$ cat config.mk
export PLATFORM = sky130hd
export DESIGN_NAME = rf_synth_divider_control
export DESIGN_NICKNAME = d
export VERILOG_FILES = /design/src/hdl/rf_synth_pkg.sv /design/src/hdl/rf_synth_divider_control.sv
export VERILOG_INCLUDE_DIRS = /design/src /design/src/hdl
export SDC_FILE = /design/constraint.sdc
export NUM_CORES = 1
export LEC_CHECK = 0
export ABC_CLOCK_PERIOD_IN_PS = 3680
export BUFFER_PORTS_ARGS = -buffer_cell sky130_fd_sc_hd__clkbuf_2
export CAP_MARGIN = 10
export CORE_MARGIN = 2
export CORE_UTILIZATION = 30
export DETAILED_ROUTE_END_ITERATION = 10
export GPL_TIMING_DRIVEN = 0
export HOLD_SLACK_MARGIN = 0.15
export PLACE_DENSITY = 0.44
export SYNTH_ARGS = -nofsm -noshare
export SYNTH_HDL_FRONTEND = slang
export SYNTH_SLANG_ARGS = --single-unit
$ cat constraint.sdc
create_clock -name CLOCK -period 3.68 [get_ports CLOCK]
set_input_delay 1.104 -clock CLOCK [delete_from_list [all_inputs] [get_ports CLOCK]]
set_output_delay 1.104 -clock CLOCK [all_outputs]
set_load 0.02 [all_outputs]
$ cat src/hdl/rf_synth_regs.svh
/*
  Constants of the RF synthesizer control block: word addresses, field
  positions, reset values and prescaler moduli.
  Assumes inclusion by bare name from the package and the top module.
*/
`ifndef RF_SYNTH_REGS_SVH
`define RF_SYNTH_REGS_SVH

// Serial word geometry
`define WORD_WIDTH 22
`define ADDR_REFERENCE 2'h2
`define ADDR_FEEDBACK 2'h3

// Reference word field positions
`define REF_RATIO_LSB 2
`define REF_RATIO_MSB 16
`define REF_POLARITY_BIT 17
`define REF_GAIN_BIT 18
`define REF_HIGH_Z_BIT 19
`define REF_MULTI_LSB 20

// Feedback word field positions
`define FB_SWALLOW_LSB 2
`define FB_MAIN_LSB 9
`define FB_PRESCALER_BIT 20
`define FB_SLEEP_BIT 21

// Reset words: ratio 3, main count 3, swallow 0, loop active
`define REF_WORD_RESET 22'h00000E
`define FB_WORD_RESET 22'h000603

// Prescaler base moduli; the large modulus is one more
`define MOD_32 8'h20
`define MOD_64 8'h40
`define MOD_128 8'h80

`endif

$ cat src/hdl/rf_synth_pkg.sv
/*
  Types of the RF synthesizer control block: the two serial words as
  packed structs and the power state enumeration.
  Assumes rf_synth_regs.svh is on the include path.
*/
`default_nettype none
`include "rf_synth_regs.svh"

package rf_synth_pkg;

  // Reference word, bit 21 down to bit 0
  typedef struct packed {
    logic [1:0] multi_output_select;
    logic rf_pump_high_z;
    logic rf_pump_gain_select;
    logic rf_detector_polarity;
    logic [14:0] rf_reference_ratio;
    logic [1:0] addr;
  } ref_word_type;

  // Feedback word, bit 21 down to bit 0
  typedef struct packed {
    logic rf_sleep_request;
    logic rf_prescaler_select;
    logic [10:0] rf_main_count;
    logic [6:0] rf_swallow_count;
    logic [1:0] addr;
  } fb_word_type;

  typedef enum logic [1:0] {PWR_ACTIVE, PWR_PENDING, PWR_ASLEEP} power_state_type;

endpackage
`default_nettype wire

$ cat src/hdl/rf_synth_divider_control.sv
/*
  RF half of a dual synthesizer: three-wire serial word capture, reference
  and feedback word registers, reference divider, dual-modulus feedback
  divider and powerdown sequencing.
  Assumes every pin input is asynchronous to CLOCK and that the serial
  clock and the divider inputs run well below half the CLOCK rate.
*/
`timescale 1ns/10ps
`default_nettype none
`include "rf_synth_regs.svh"

module rf_synth_divider_control
  import rf_synth_pkg::*;
#(
  parameter bit HIGHEST_BAND = 1'b1
) (
  input wire logic CLOCK,
  input wire logic RST_N,
  input wire logic SER_CLK,
  input wire logic SER_DATA,
  input wire logic LATCH_ENABLE,
  input wire logic REF_IN,
  input wire logic VCO_IN,
  output logic REF_DIV_OUT,
  output logic FB_DIV_OUT,
  output logic DETECTOR_POLARITY,
  output logic PUMP_GAIN_HIGH,
  output logic PUMP_HIGH_Z,
  output logic RF_SLEEP,
  output logic SLEEP_ASYNC,
  output logic [1:0] MULTI_OUTPUT_SELECT
);

  // Small prescaler modulus for the given select and variant
  function automatic logic [7:0] fb_modulus(input logic sel, input logic top_variant);
    if (top_variant) begin
      fb_modulus = sel ? `MOD_64 : `MOD_32;
    end else begin
      fb_modulus = sel ? `MOD_128 : `MOD_64;
    end
  endfunction

  logic rst_meta_q;
  logic rst_n;
  logic [4:0] meta_q;
  logic [4:0] sync_q;
  logic [4:0] prev_q;
  logic ser_clk_rise;
  logic latch_rise;
  logic ref_rise;
  logic vco_rise;
  logic [21:0] shift_q;
  ref_word_type ref_word_q;
  fb_word_type fb_word_q;
  logic [14:0] ref_cnt_q;
  logic [7:0] pre_cnt_q;
  logic [10:0] main_cnt_q;
  logic [7:0] modulus;
  logic swallow_phase;
  logic [7:0] pre_top;
  logic awake;
  power_state_type pwr_q;
  power_state_type pwr_d;

  // Reset release through two flops so removal is clean
  always_ff @(posedge CLOCK or negedge RST_N) begin
    if (!RST_N) begin
      rst_meta_q <= 1'b0;
      rst_n <= 1'b0;
    end else begin
      rst_meta_q <= 1'b1;
      rst_n <= rst_meta_q;
    end
  end

  // Pin synchronisers; edge detectors compare the second and third stages
  always_ff @(posedge CLOCK or negedge rst_n) begin
    if (!rst_n) begin
      meta_q <= 5'h00;
      sync_q <= 5'h00;
      prev_q <= 5'h00;
    end else begin
      meta_q <= {SER_CLK, SER_DATA, LATCH_ENABLE, REF_IN, VCO_IN};
      sync_q <= meta_q;
      prev_q <= sync_q;
    end
  end

  assign ser_clk_rise = sync_q[4] & ~prev_q[4];
  assign latch_rise = sync_q[2] & ~prev_q[2];
  assign ref_rise = sync_q[1] & ~prev_q[1];
  assign vco_rise = sync_q[0] & ~prev_q[0];

  // Serial shift, MSB first; data is aligned with the clock sample
  always_ff @(posedge CLOCK or negedge rst_n) begin
    if (!rst_n) begin
      shift_q <= 22'h000000;
    end else if (ser_clk_rise) begin
      shift_q <= {shift_q[20:0], sync_q[3]};
    end
  end

  // Latch into the register named by the address field only
  always_ff @(posedge CLOCK or negedge rst_n) begin
    if (!rst_n) begin
      ref_word_q <= ref_word_type'(`REF_WORD_RESET);
      fb_word_q <= fb_word_type'(`FB_WORD_RESET);
    end else if (latch_rise) begin
      if (shift_q[1:0] == `ADDR_REFERENCE) begin
        ref_word_q <= ref_word_type'(shift_q);
      end else if (shift_q[1:0] == `ADDR_FEEDBACK) begin
        fb_word_q <= fb_word_type'(shift_q);
      end
    end
  end

  // Loop settings go out straight from the latched word, no divider wait
  always_ff @(posedge CLOCK or negedge rst_n) begin
    if (!rst_n) begin
      DETECTOR_POLARITY <= 1'b0;
      PUMP_GAIN_HIGH <= 1'b0;
      PUMP_HIGH_Z <= 1'b0;
      MULTI_OUTPUT_SELECT <= 2'h0;
      SLEEP_ASYNC <= 1'b0;
    end else begin
      DETECTOR_POLARITY <= ref_word_q.rf_detector_polarity;
      PUMP_GAIN_HIGH <= ref_word_q.rf_pump_gain_select;
      PUMP_HIGH_Z <= ref_word_q.rf_pump_high_z;
      MULTI_OUTPUT_SELECT <= ref_word_q.multi_output_select;
      SLEEP_ASYNC <= ref_word_q.rf_pump_high_z & fb_word_q.rf_sleep_request;
    end
  end

  // Powerdown: async mode sleeps at once, sync mode waits for a ref tick
  always_comb begin
    pwr_d = pwr_q;
    case (pwr_q)
      PWR_ACTIVE: begin
        if (fb_word_q.rf_sleep_request) begin
          pwr_d = ref_word_q.rf_pump_high_z ? PWR_ASLEEP : PWR_PENDING;
        end
      end
      PWR_PENDING: begin
        if (!fb_word_q.rf_sleep_request) begin
          pwr_d = PWR_ACTIVE;
        end else if (ref_word_q.rf_pump_high_z || REF_DIV_OUT) begin
          pwr_d = PWR_ASLEEP;
        end
      end
      default: begin
        if (!fb_word_q.rf_sleep_request) begin
          pwr_d = PWR_ACTIVE;
        end
      end
    endcase
  end

  always_ff @(posedge CLOCK or negedge rst_n) begin
    if (!rst_n) begin
      pwr_q <= PWR_ACTIVE;
      RF_SLEEP <= 1'b0;
    end else begin
      pwr_q <= pwr_d;
      RF_SLEEP <= (pwr_d == PWR_ASLEEP);
    end
  end

  assign awake = (pwr_q != PWR_ASLEEP);

  // Reference divider; ratios under three are not supported
  always_ff @(posedge CLOCK or negedge rst_n) begin
    if (!rst_n) begin
      ref_cnt_q <= 15'h0000;
      REF_DIV_OUT <= 1'b0;
    end else if (!awake) begin
      ref_cnt_q <= 15'h0000;
      REF_DIV_OUT <= 1'b0;
    end else begin
      REF_DIV_OUT <= 1'b0;
      if (ref_rise) begin
        // Compare with >= so a smaller new ratio cannot run away
        if (ref_cnt_q >= ref_word_q.rf_reference_ratio - 15'h0001) begin
          ref_cnt_q <= 15'h0000;
          REF_DIV_OUT <= 1'b1;
        end else begin
          ref_cnt_q <= ref_cnt_q + 15'h0001;
        end
      end
    end
  end

  // Prescaler runs at modulus plus one while swallow cycles remain
  assign modulus = fb_modulus(fb_word_q.rf_prescaler_select, HIGHEST_BAND);
  assign swallow_phase = {4'h0, fb_word_q.rf_swallow_count} > main_cnt_q;
  assign pre_top = swallow_phase ? modulus : modulus - 8'h01;

  // Feedback divider: total is modulus times main plus swallow
  always_ff @(posedge CLOCK or negedge rst_n) begin
    if (!rst_n) begin
      pre_cnt_q <= 8'h00;
      main_cnt_q <= 11'h000;
      FB_DIV_OUT <= 1'b0;
    end else if (!awake) begin
      pre_cnt_q <= 8'h00;
      main_cnt_q <= 11'h000;
      FB_DIV_OUT <= 1'b0;
    end else begin
      FB_DIV_OUT <= 1'b0;
      if (vco_rise) begin
        if (pre_cnt_q >= pre_top) begin
          pre_cnt_q <= 8'h00;
          if (main_cnt_q >= fb_word_q.rf_main_count - 11'h001) begin
            main_cnt_q <= 11'h000;
            FB_DIV_OUT <= 1'b1;
          end else begin
            main_cnt_q <= main_cnt_q + 11'h001;
          end
        end else begin
          pre_cnt_q <= pre_cnt_q + 8'h01;
        end
      end
    end
  end

  AST_REF_LOAD: assert property (@(posedge CLOCK) disable iff (!rst_n)
    latch_rise && shift_q[1:0] == `ADDR_REFERENCE |=> ref_word_q == $past(shift_q))
    else $error("reference word not loaded");

  AST_FB_LOAD: assert property (@(posedge CLOCK) disable iff (!rst_n)
    latch_rise && shift_q[1:0] == `ADDR_FEEDBACK
    |=> fb_word_q.rf_main_count == $past(shift_q[19:9])
        && fb_word_q.rf_swallow_count == $past(shift_q[8:2]))
    else $error("feedback counts not loaded");

  AST_OTHER_HELD: assert property (@(posedge CLOCK) disable iff (!rst_n)
    latch_rise && !shift_q[1] |=> $stable(ref_word_q) && $stable(fb_word_q))
    else $error("unaddressed word changed a register");

  AST_HIGHZ_FAST: assert property (@(posedge CLOCK) disable iff (!rst_n)
    latch_rise && shift_q[1:0] == `ADDR_REFERENCE
    |-> ##2 PUMP_HIGH_Z == $past(shift_q[`REF_HIGH_Z_BIT], 2))
    else $error("pump high impedance late");

  AST_REF_TICK: assert property (@(posedge CLOCK) disable iff (!rst_n)
    awake && ref_rise && ref_cnt_q == ref_word_q.rf_reference_ratio - 15'h0001
    && !$changed(ref_word_q) |=> REF_DIV_OUT && ref_cnt_q == 15'h0000)
    else $error("reference divider missed its count");

  AST_SWALLOW_MOD: assert property (@(posedge CLOCK) disable iff (!rst_n)
    awake && vco_rise && swallow_phase && pre_cnt_q == modulus - 8'h01
    && $stable(fb_word_q) |=> pre_cnt_q == modulus)
    else $error("prescaler did not stretch in swallow phase");

  AST_SLEEP_ASYNC: assert property (@(posedge CLOCK) disable iff (!rst_n)
    pwr_q == PWR_ACTIVE && fb_word_q.rf_sleep_request && ref_word_q.rf_pump_high_z
    |=> RF_SLEEP ##1 (REF_DIV_OUT == 1'b0 && FB_DIV_OUT == 1'b0))
    else $error("async powerdown not immediate");

  AST_SLEEP_SYNC: assert property (@(posedge CLOCK) disable iff (!rst_n)
    pwr_q == PWR_PENDING && !REF_DIV_OUT && !ref_word_q.rf_pump_high_z |=> !RF_SLEEP)
    else $error("sync powerdown did not wait for reference tick");

endmodule
`default_nettype wire

## Yosys cells after proc, flatten, opt, wreduce, memory -nomap -nowiden

Index checks and enable logic that the tools add are counted.

- Add/subtract/negate cells: 6
- Magnitude comparators: 4
- Eq/ne operators: 8
- Multiplexer cells: 25
- Bitwise operators: 10
- Reduce and logical (&&, ||, !) cells: 5

Operator list:

| cell | number |
|---|---|
| $mux 15 | 3 |
| $mux 11 | 4 |
| $mux 8 | 4 |
| $add 15x1->15 const B | 1 |
| $ge 15x15->1 | 1 |
| $sub 15x1->15 const B | 1 |
| $add 11x1->11 const B | 1 |
| $ge 11x11->1 | 1 |
| $gt 7x11->1 | 1 |
| $sub 11x1->11 const B | 1 |
| $mux 2 | 5 |
| $add 8x1->8 const B | 1 |
| $ge 8x8->1 | 1 |
| $sub 7x1->8 const B | 1 |
| $mux 1 | 7 |
| $mux 7 | 1 |
| $eq 2x2->1 const B | 3 |
| $ne 2x2->1 const B | 3 |
| $and 1x1->1 | 5 |
| $not 1->1 | 5 |
| $pmux 2 s2 | 1 |
| $reduce_and 2->1 | 2 |
| $reduce_and 3->1 | 1 |
| $eq 2x1->1 const B | 1 |
| other kinds (3) | 3 |

- Register bits: 124
- Input bits: 7

## Logic depth before layout (Yosys ltp)

- Depth in word-level cells: 7
- Mapped depth: 18
- Mapped depth without buffers: 17

## Worst setup path before layout

No wires, ideal clock.

- Path kind: reg-to-reg
- Start: reg ref_word_q[2] (netlist bit)
- End: reg ref_cnt_q[12]
- Setup time: 0.104 ns
- Arrival time: 3.134 ns
- Path slack: 0.442 ns
- Stages on the path, launching flop included: 15
- Path through: dfstp_2 > inv_1 > ha_1 > nand2_1 > or3_4 > or3_4 > and2b_2 > xnor2_1 > ha_1 > a21o_1 > a21o_1 > a21o_1 > nor3_1 > nand3_1 > o311ai_1

- Longest elaborated chain between the ends: 5

RTL lines:

| element | line | RTL |
|---|---|---|
| start: declaration | rf_synth_divider_control.sv:53 | `ref_word_type ref_word_q;` |
| start signal: assignment | rf_synth_divider_control.sv:106 | `` ref_word_q <= ref_word_type'(`REF_WORD_RESET); `` |
| start signal: assignment | rf_synth_divider_control.sv:110 | `ref_word_q <= ref_word_type'(shift_q);` |
| $sub 15x1->15 | rf_synth_divider_control.sv:182 | `if (ref_cnt_q >= ref_word_q.rf_reference_ratio - 15'h0001) begin` |
| $ge 15x15->1 | rf_synth_divider_control.sv:182 |  |
| $mux 15 | rf_synth_divider_control.sv:182 |  |
| $mux 15 | rf_synth_divider_control.sv:180 | `if (ref_rise) begin` |
| $mux 15 | rf_synth_divider_control.sv:175 | `end else if (!awake) begin` |
| end signal: assignment | rf_synth_divider_control.sv:186 | `ref_cnt_q <= ref_cnt_q + 15'h0001;` |
| end: declaration | rf_synth_divider_control.sv:55 | `logic [14:0] ref_cnt_q;` |

No other way between the ends. The select of a mux whose other input is x is not followed.
A chain may end at the register's enable or synchronous reset.

## Worst setup path after layout

- Start: reg ref_word_q[2] (netlist bit)
- End: reg ref_cnt_q[13]

Same word-level chain as after synthesis.

==> out/metrics.cfg <==
[status]
status=completed

[setup_path]
required_ns=3.99
crit_fanout=4
r2r-end=ref_cnt_q[13]
r2r_start=ref_word_q[2]
worstSetupEndpointType=flip-flop
rr_worst_depth=14
crit_path_start_kind=flip-flop
arrival_ns=3.82
critical_path_class=reg -> reg
r2r_setup_slack_ns=0.17

[synth]
syn_area_per_cell_sq_um=11.64
ys_ff_latch=123
syn-num-nets=579
async_reset_ff_frac=1.000
synth.yosys.seq_area_share=0.5035
synth_cells=526
synth_area_sq_um=6123
synth_warnings=0
synth-edff-count=0
synth_cell_types=52
ys_dominant_reg_cell=dfrtp_1

[timing]
final-setup-viol-count=0
hold_viol_final=0
fmax_mhz=285.0
rsz0062_at_grt=yes
setup_tns_ns=0
skew_ns=0.006815
post-route-min-period_ns=3.509
slew_viol_final=0
timing.final.crit_share=0.9534
worst_slew_pin_slew_ns=0.7127
max_slew_margin=0.5199

[floorplanning]
core-area_sq_um=20100
dieArea_sq_um=21570
die_w_microns=146.9
die_height_microns=146.9
placement_rows=52
start_util=0.3046
io-pin-count=16

[drt]
drc=0
vias_per_cell=4.793
firstDrtPassIters=4
wl_per_cell_microns=15.06
routed_wl_microns=12810
drt_iter0_drc=157
ant_nets=0
dr_total_vias=4079

[grt]
antenna_found_initial=0
grt.total_usage=0.1263
grt_overflow=0
grt_max_degree=52
grt_pass1_wl_microns=21390
grt_pass1_vias=4162

[final_layout]
diodes=0
areaGrowthSynthToFinish_pct=20.64
postLayoutCellArea_sq_um=7387
drive_above_1_share=0.2582
utilization=0.3674
fin_cells=851
fin_nets=621

[pwr]
leakage_uw=0.003447
peakVddDrop_mv=0.3692
power.density_nw_per_um2=766.3

[clock_tree]
hold_buffers=0
insertion_delay_ns=0.41
htree_num_levels=4
clock_path_buffers=2
cts.sinks=123
root_buffer=clkbuf_16
cts_inserted_buffers=17
cts_tree=yes
path_clk_slew_ns=0.06

[placement]
place_area_sq_um=6588
port_buffers=15
place.gp.congestion=0.7887
post-dp-hpwl_microns=9296
place_inst=813

[job]
max-cap-violations=0

[worst_hold_path]
hold_class=reg -> async

## timing repair
item,in CTS,in global routing
buffers inserted,0,5
gates cloned,0,1
endpoints found under the hold margin,0,0
resized for setup,2,20
pin swaps,0,11
endpoints found under the setup margin,13,26
## cell families after synthesis
group,Yosys count,synth area share
multiplexers,60,0.1103
other,1,0.0006124
buffers and inverters,28,0.01798
adder cells (fa/ha/maj),46,0.09399
AO/OA/AOI/OAI,70,0.08173
flip-flops,123,0.5035
XOR/XNOR,36,0.05149
AND/OR/NAND/NOR,162,0.1404
## metal layers
layer  up-vias  wire [microns]  track usage
met5         -               0            0
met4         0             234      0.05777
met3        16             374      0.02857
met2        55            5722       0.1904
met1      2015            6481       0.1733
li1       1993               -            -
## cells in the mapped netlist, drive strengths merged, types with 5 or more instances
library cell,count,area [sq um]
xor2,16,140.1
nand3,21,105.1
mux2,60,675.7
ha,46,575.6
nand2,31,116.4
o21ai,15,75.07
nor2,38,145.1
or3,6,47.54
nor3,17,90.09
dfrtp,119,2978
a21oi,10,50.05
nor4,7,58.81
nor2b,7,43.79
and3,5,31.28
inv,20,75.07
xnor2,20,175.2
a21o,14,105.1
nand4,13,81.33
## critical path, cell delays in order, from the launching register on
cell and delay [ns]:
dfstp_2 0.36, inv_1 0.11, ha_2 0.20, nand2_1 0.09, or3_4 0.35, or3_4 0.38
xor2_1 0.16, ha_1 0.30, a211o_1 0.30, o211ai_1 0.17, a31oi_4 0.18, buf_4 0.16
nor3_2 0.21, nand3_2 0.16, o311ai_2 0.28
## cells in the final DEF, fill, tap and decap left out, types with 6 or more instances in the layout
cell       Yosys  routed
dfrtp_1      119     115
ha_1          46      45
a21o_1        14      12
o21ai_0       14      13
nor2b_1        7       7
nand3_1       21      20
nor3_1        16      15
nand4_1       13      13
buf_4          0       6
nand2_1       31      31
a21oi_1       10       9
xnor2_1       20      20
mux2_2        60      60
clkbuf_16      0      17
nor2_1        37      37
clkbuf_2       0      15
xor2_1        16      16
inv_1         20      20
## area by class of cell
cell class,instances,area (sq um)
Buffer,8,37.54
Clock buffer,21,470.5
Clock inverter,11,190.2
Timing Repair Buffer,22,160.2
Tap cell,270,337.8
Multi-Input combinational cell,376,3025
Inverter,20,75.07
Fill cell,1965,12720
Sequential cell,123,3090
## worst max-delay path by stage
stage                             end     startpoint  slack, ns
CTS                     main_cnt_q[9]  main_cnt_q[1]       0.04
finish                  ref_cnt_q[13]  ref_word_q[2]       0.17
detailed placement      main_cnt_q[5]  main_cnt_q[1]      -0.14
global placement         ref_cnt_q[0]          rst_n      -1.53
floorplan           DETECTOR_POLARITY          rst_n      0.007
global route            ref_cnt_q[13]  ref_word_q[2]    -0.0005
## metrics by stage
stage,setup WS [ns],hold WS (ns),power (uW)
2_1_floorplan,0.006518,0.3312,3225
3_3_place_gp,-1.534,0.3340,3595
3_5_place_dp,-0.1375,0.3047,3687
4_1_cts,0.03674,0.3180,5602
5_1_grt,-0.0005156,0.3410,6099
6_report,0.1714,0.2882,5661
## flip-flops by register name (all words and copies together) (netlist names), 2 cells and up
| register | flops |
|---|---|
| shift_q | 22 |
| pwr_q | 2 |
| sync_q | 5 |
| prev_q | 4 |
| ref_cnt_q | 15 |
| main_cnt_q | 11 |
| ref_word_q | 20 |
| meta_q | 5 |
| fb_word_q | 20 |
| MULTI_OUTPUT_SELECT | 2 |
| pre_cnt_q | 8 |
## power by group
| group | leakage [uW] | internal (uW) | switching [uW] |
|---|---|---|---|
| clock network | 0.000323 | 1250 | 604 |
| logic | 0.00152 | 901 | 953 |
| registers | 0.00160 | 1630 | 313 |
Note: power is estimated with default switching activity, not from simulation.
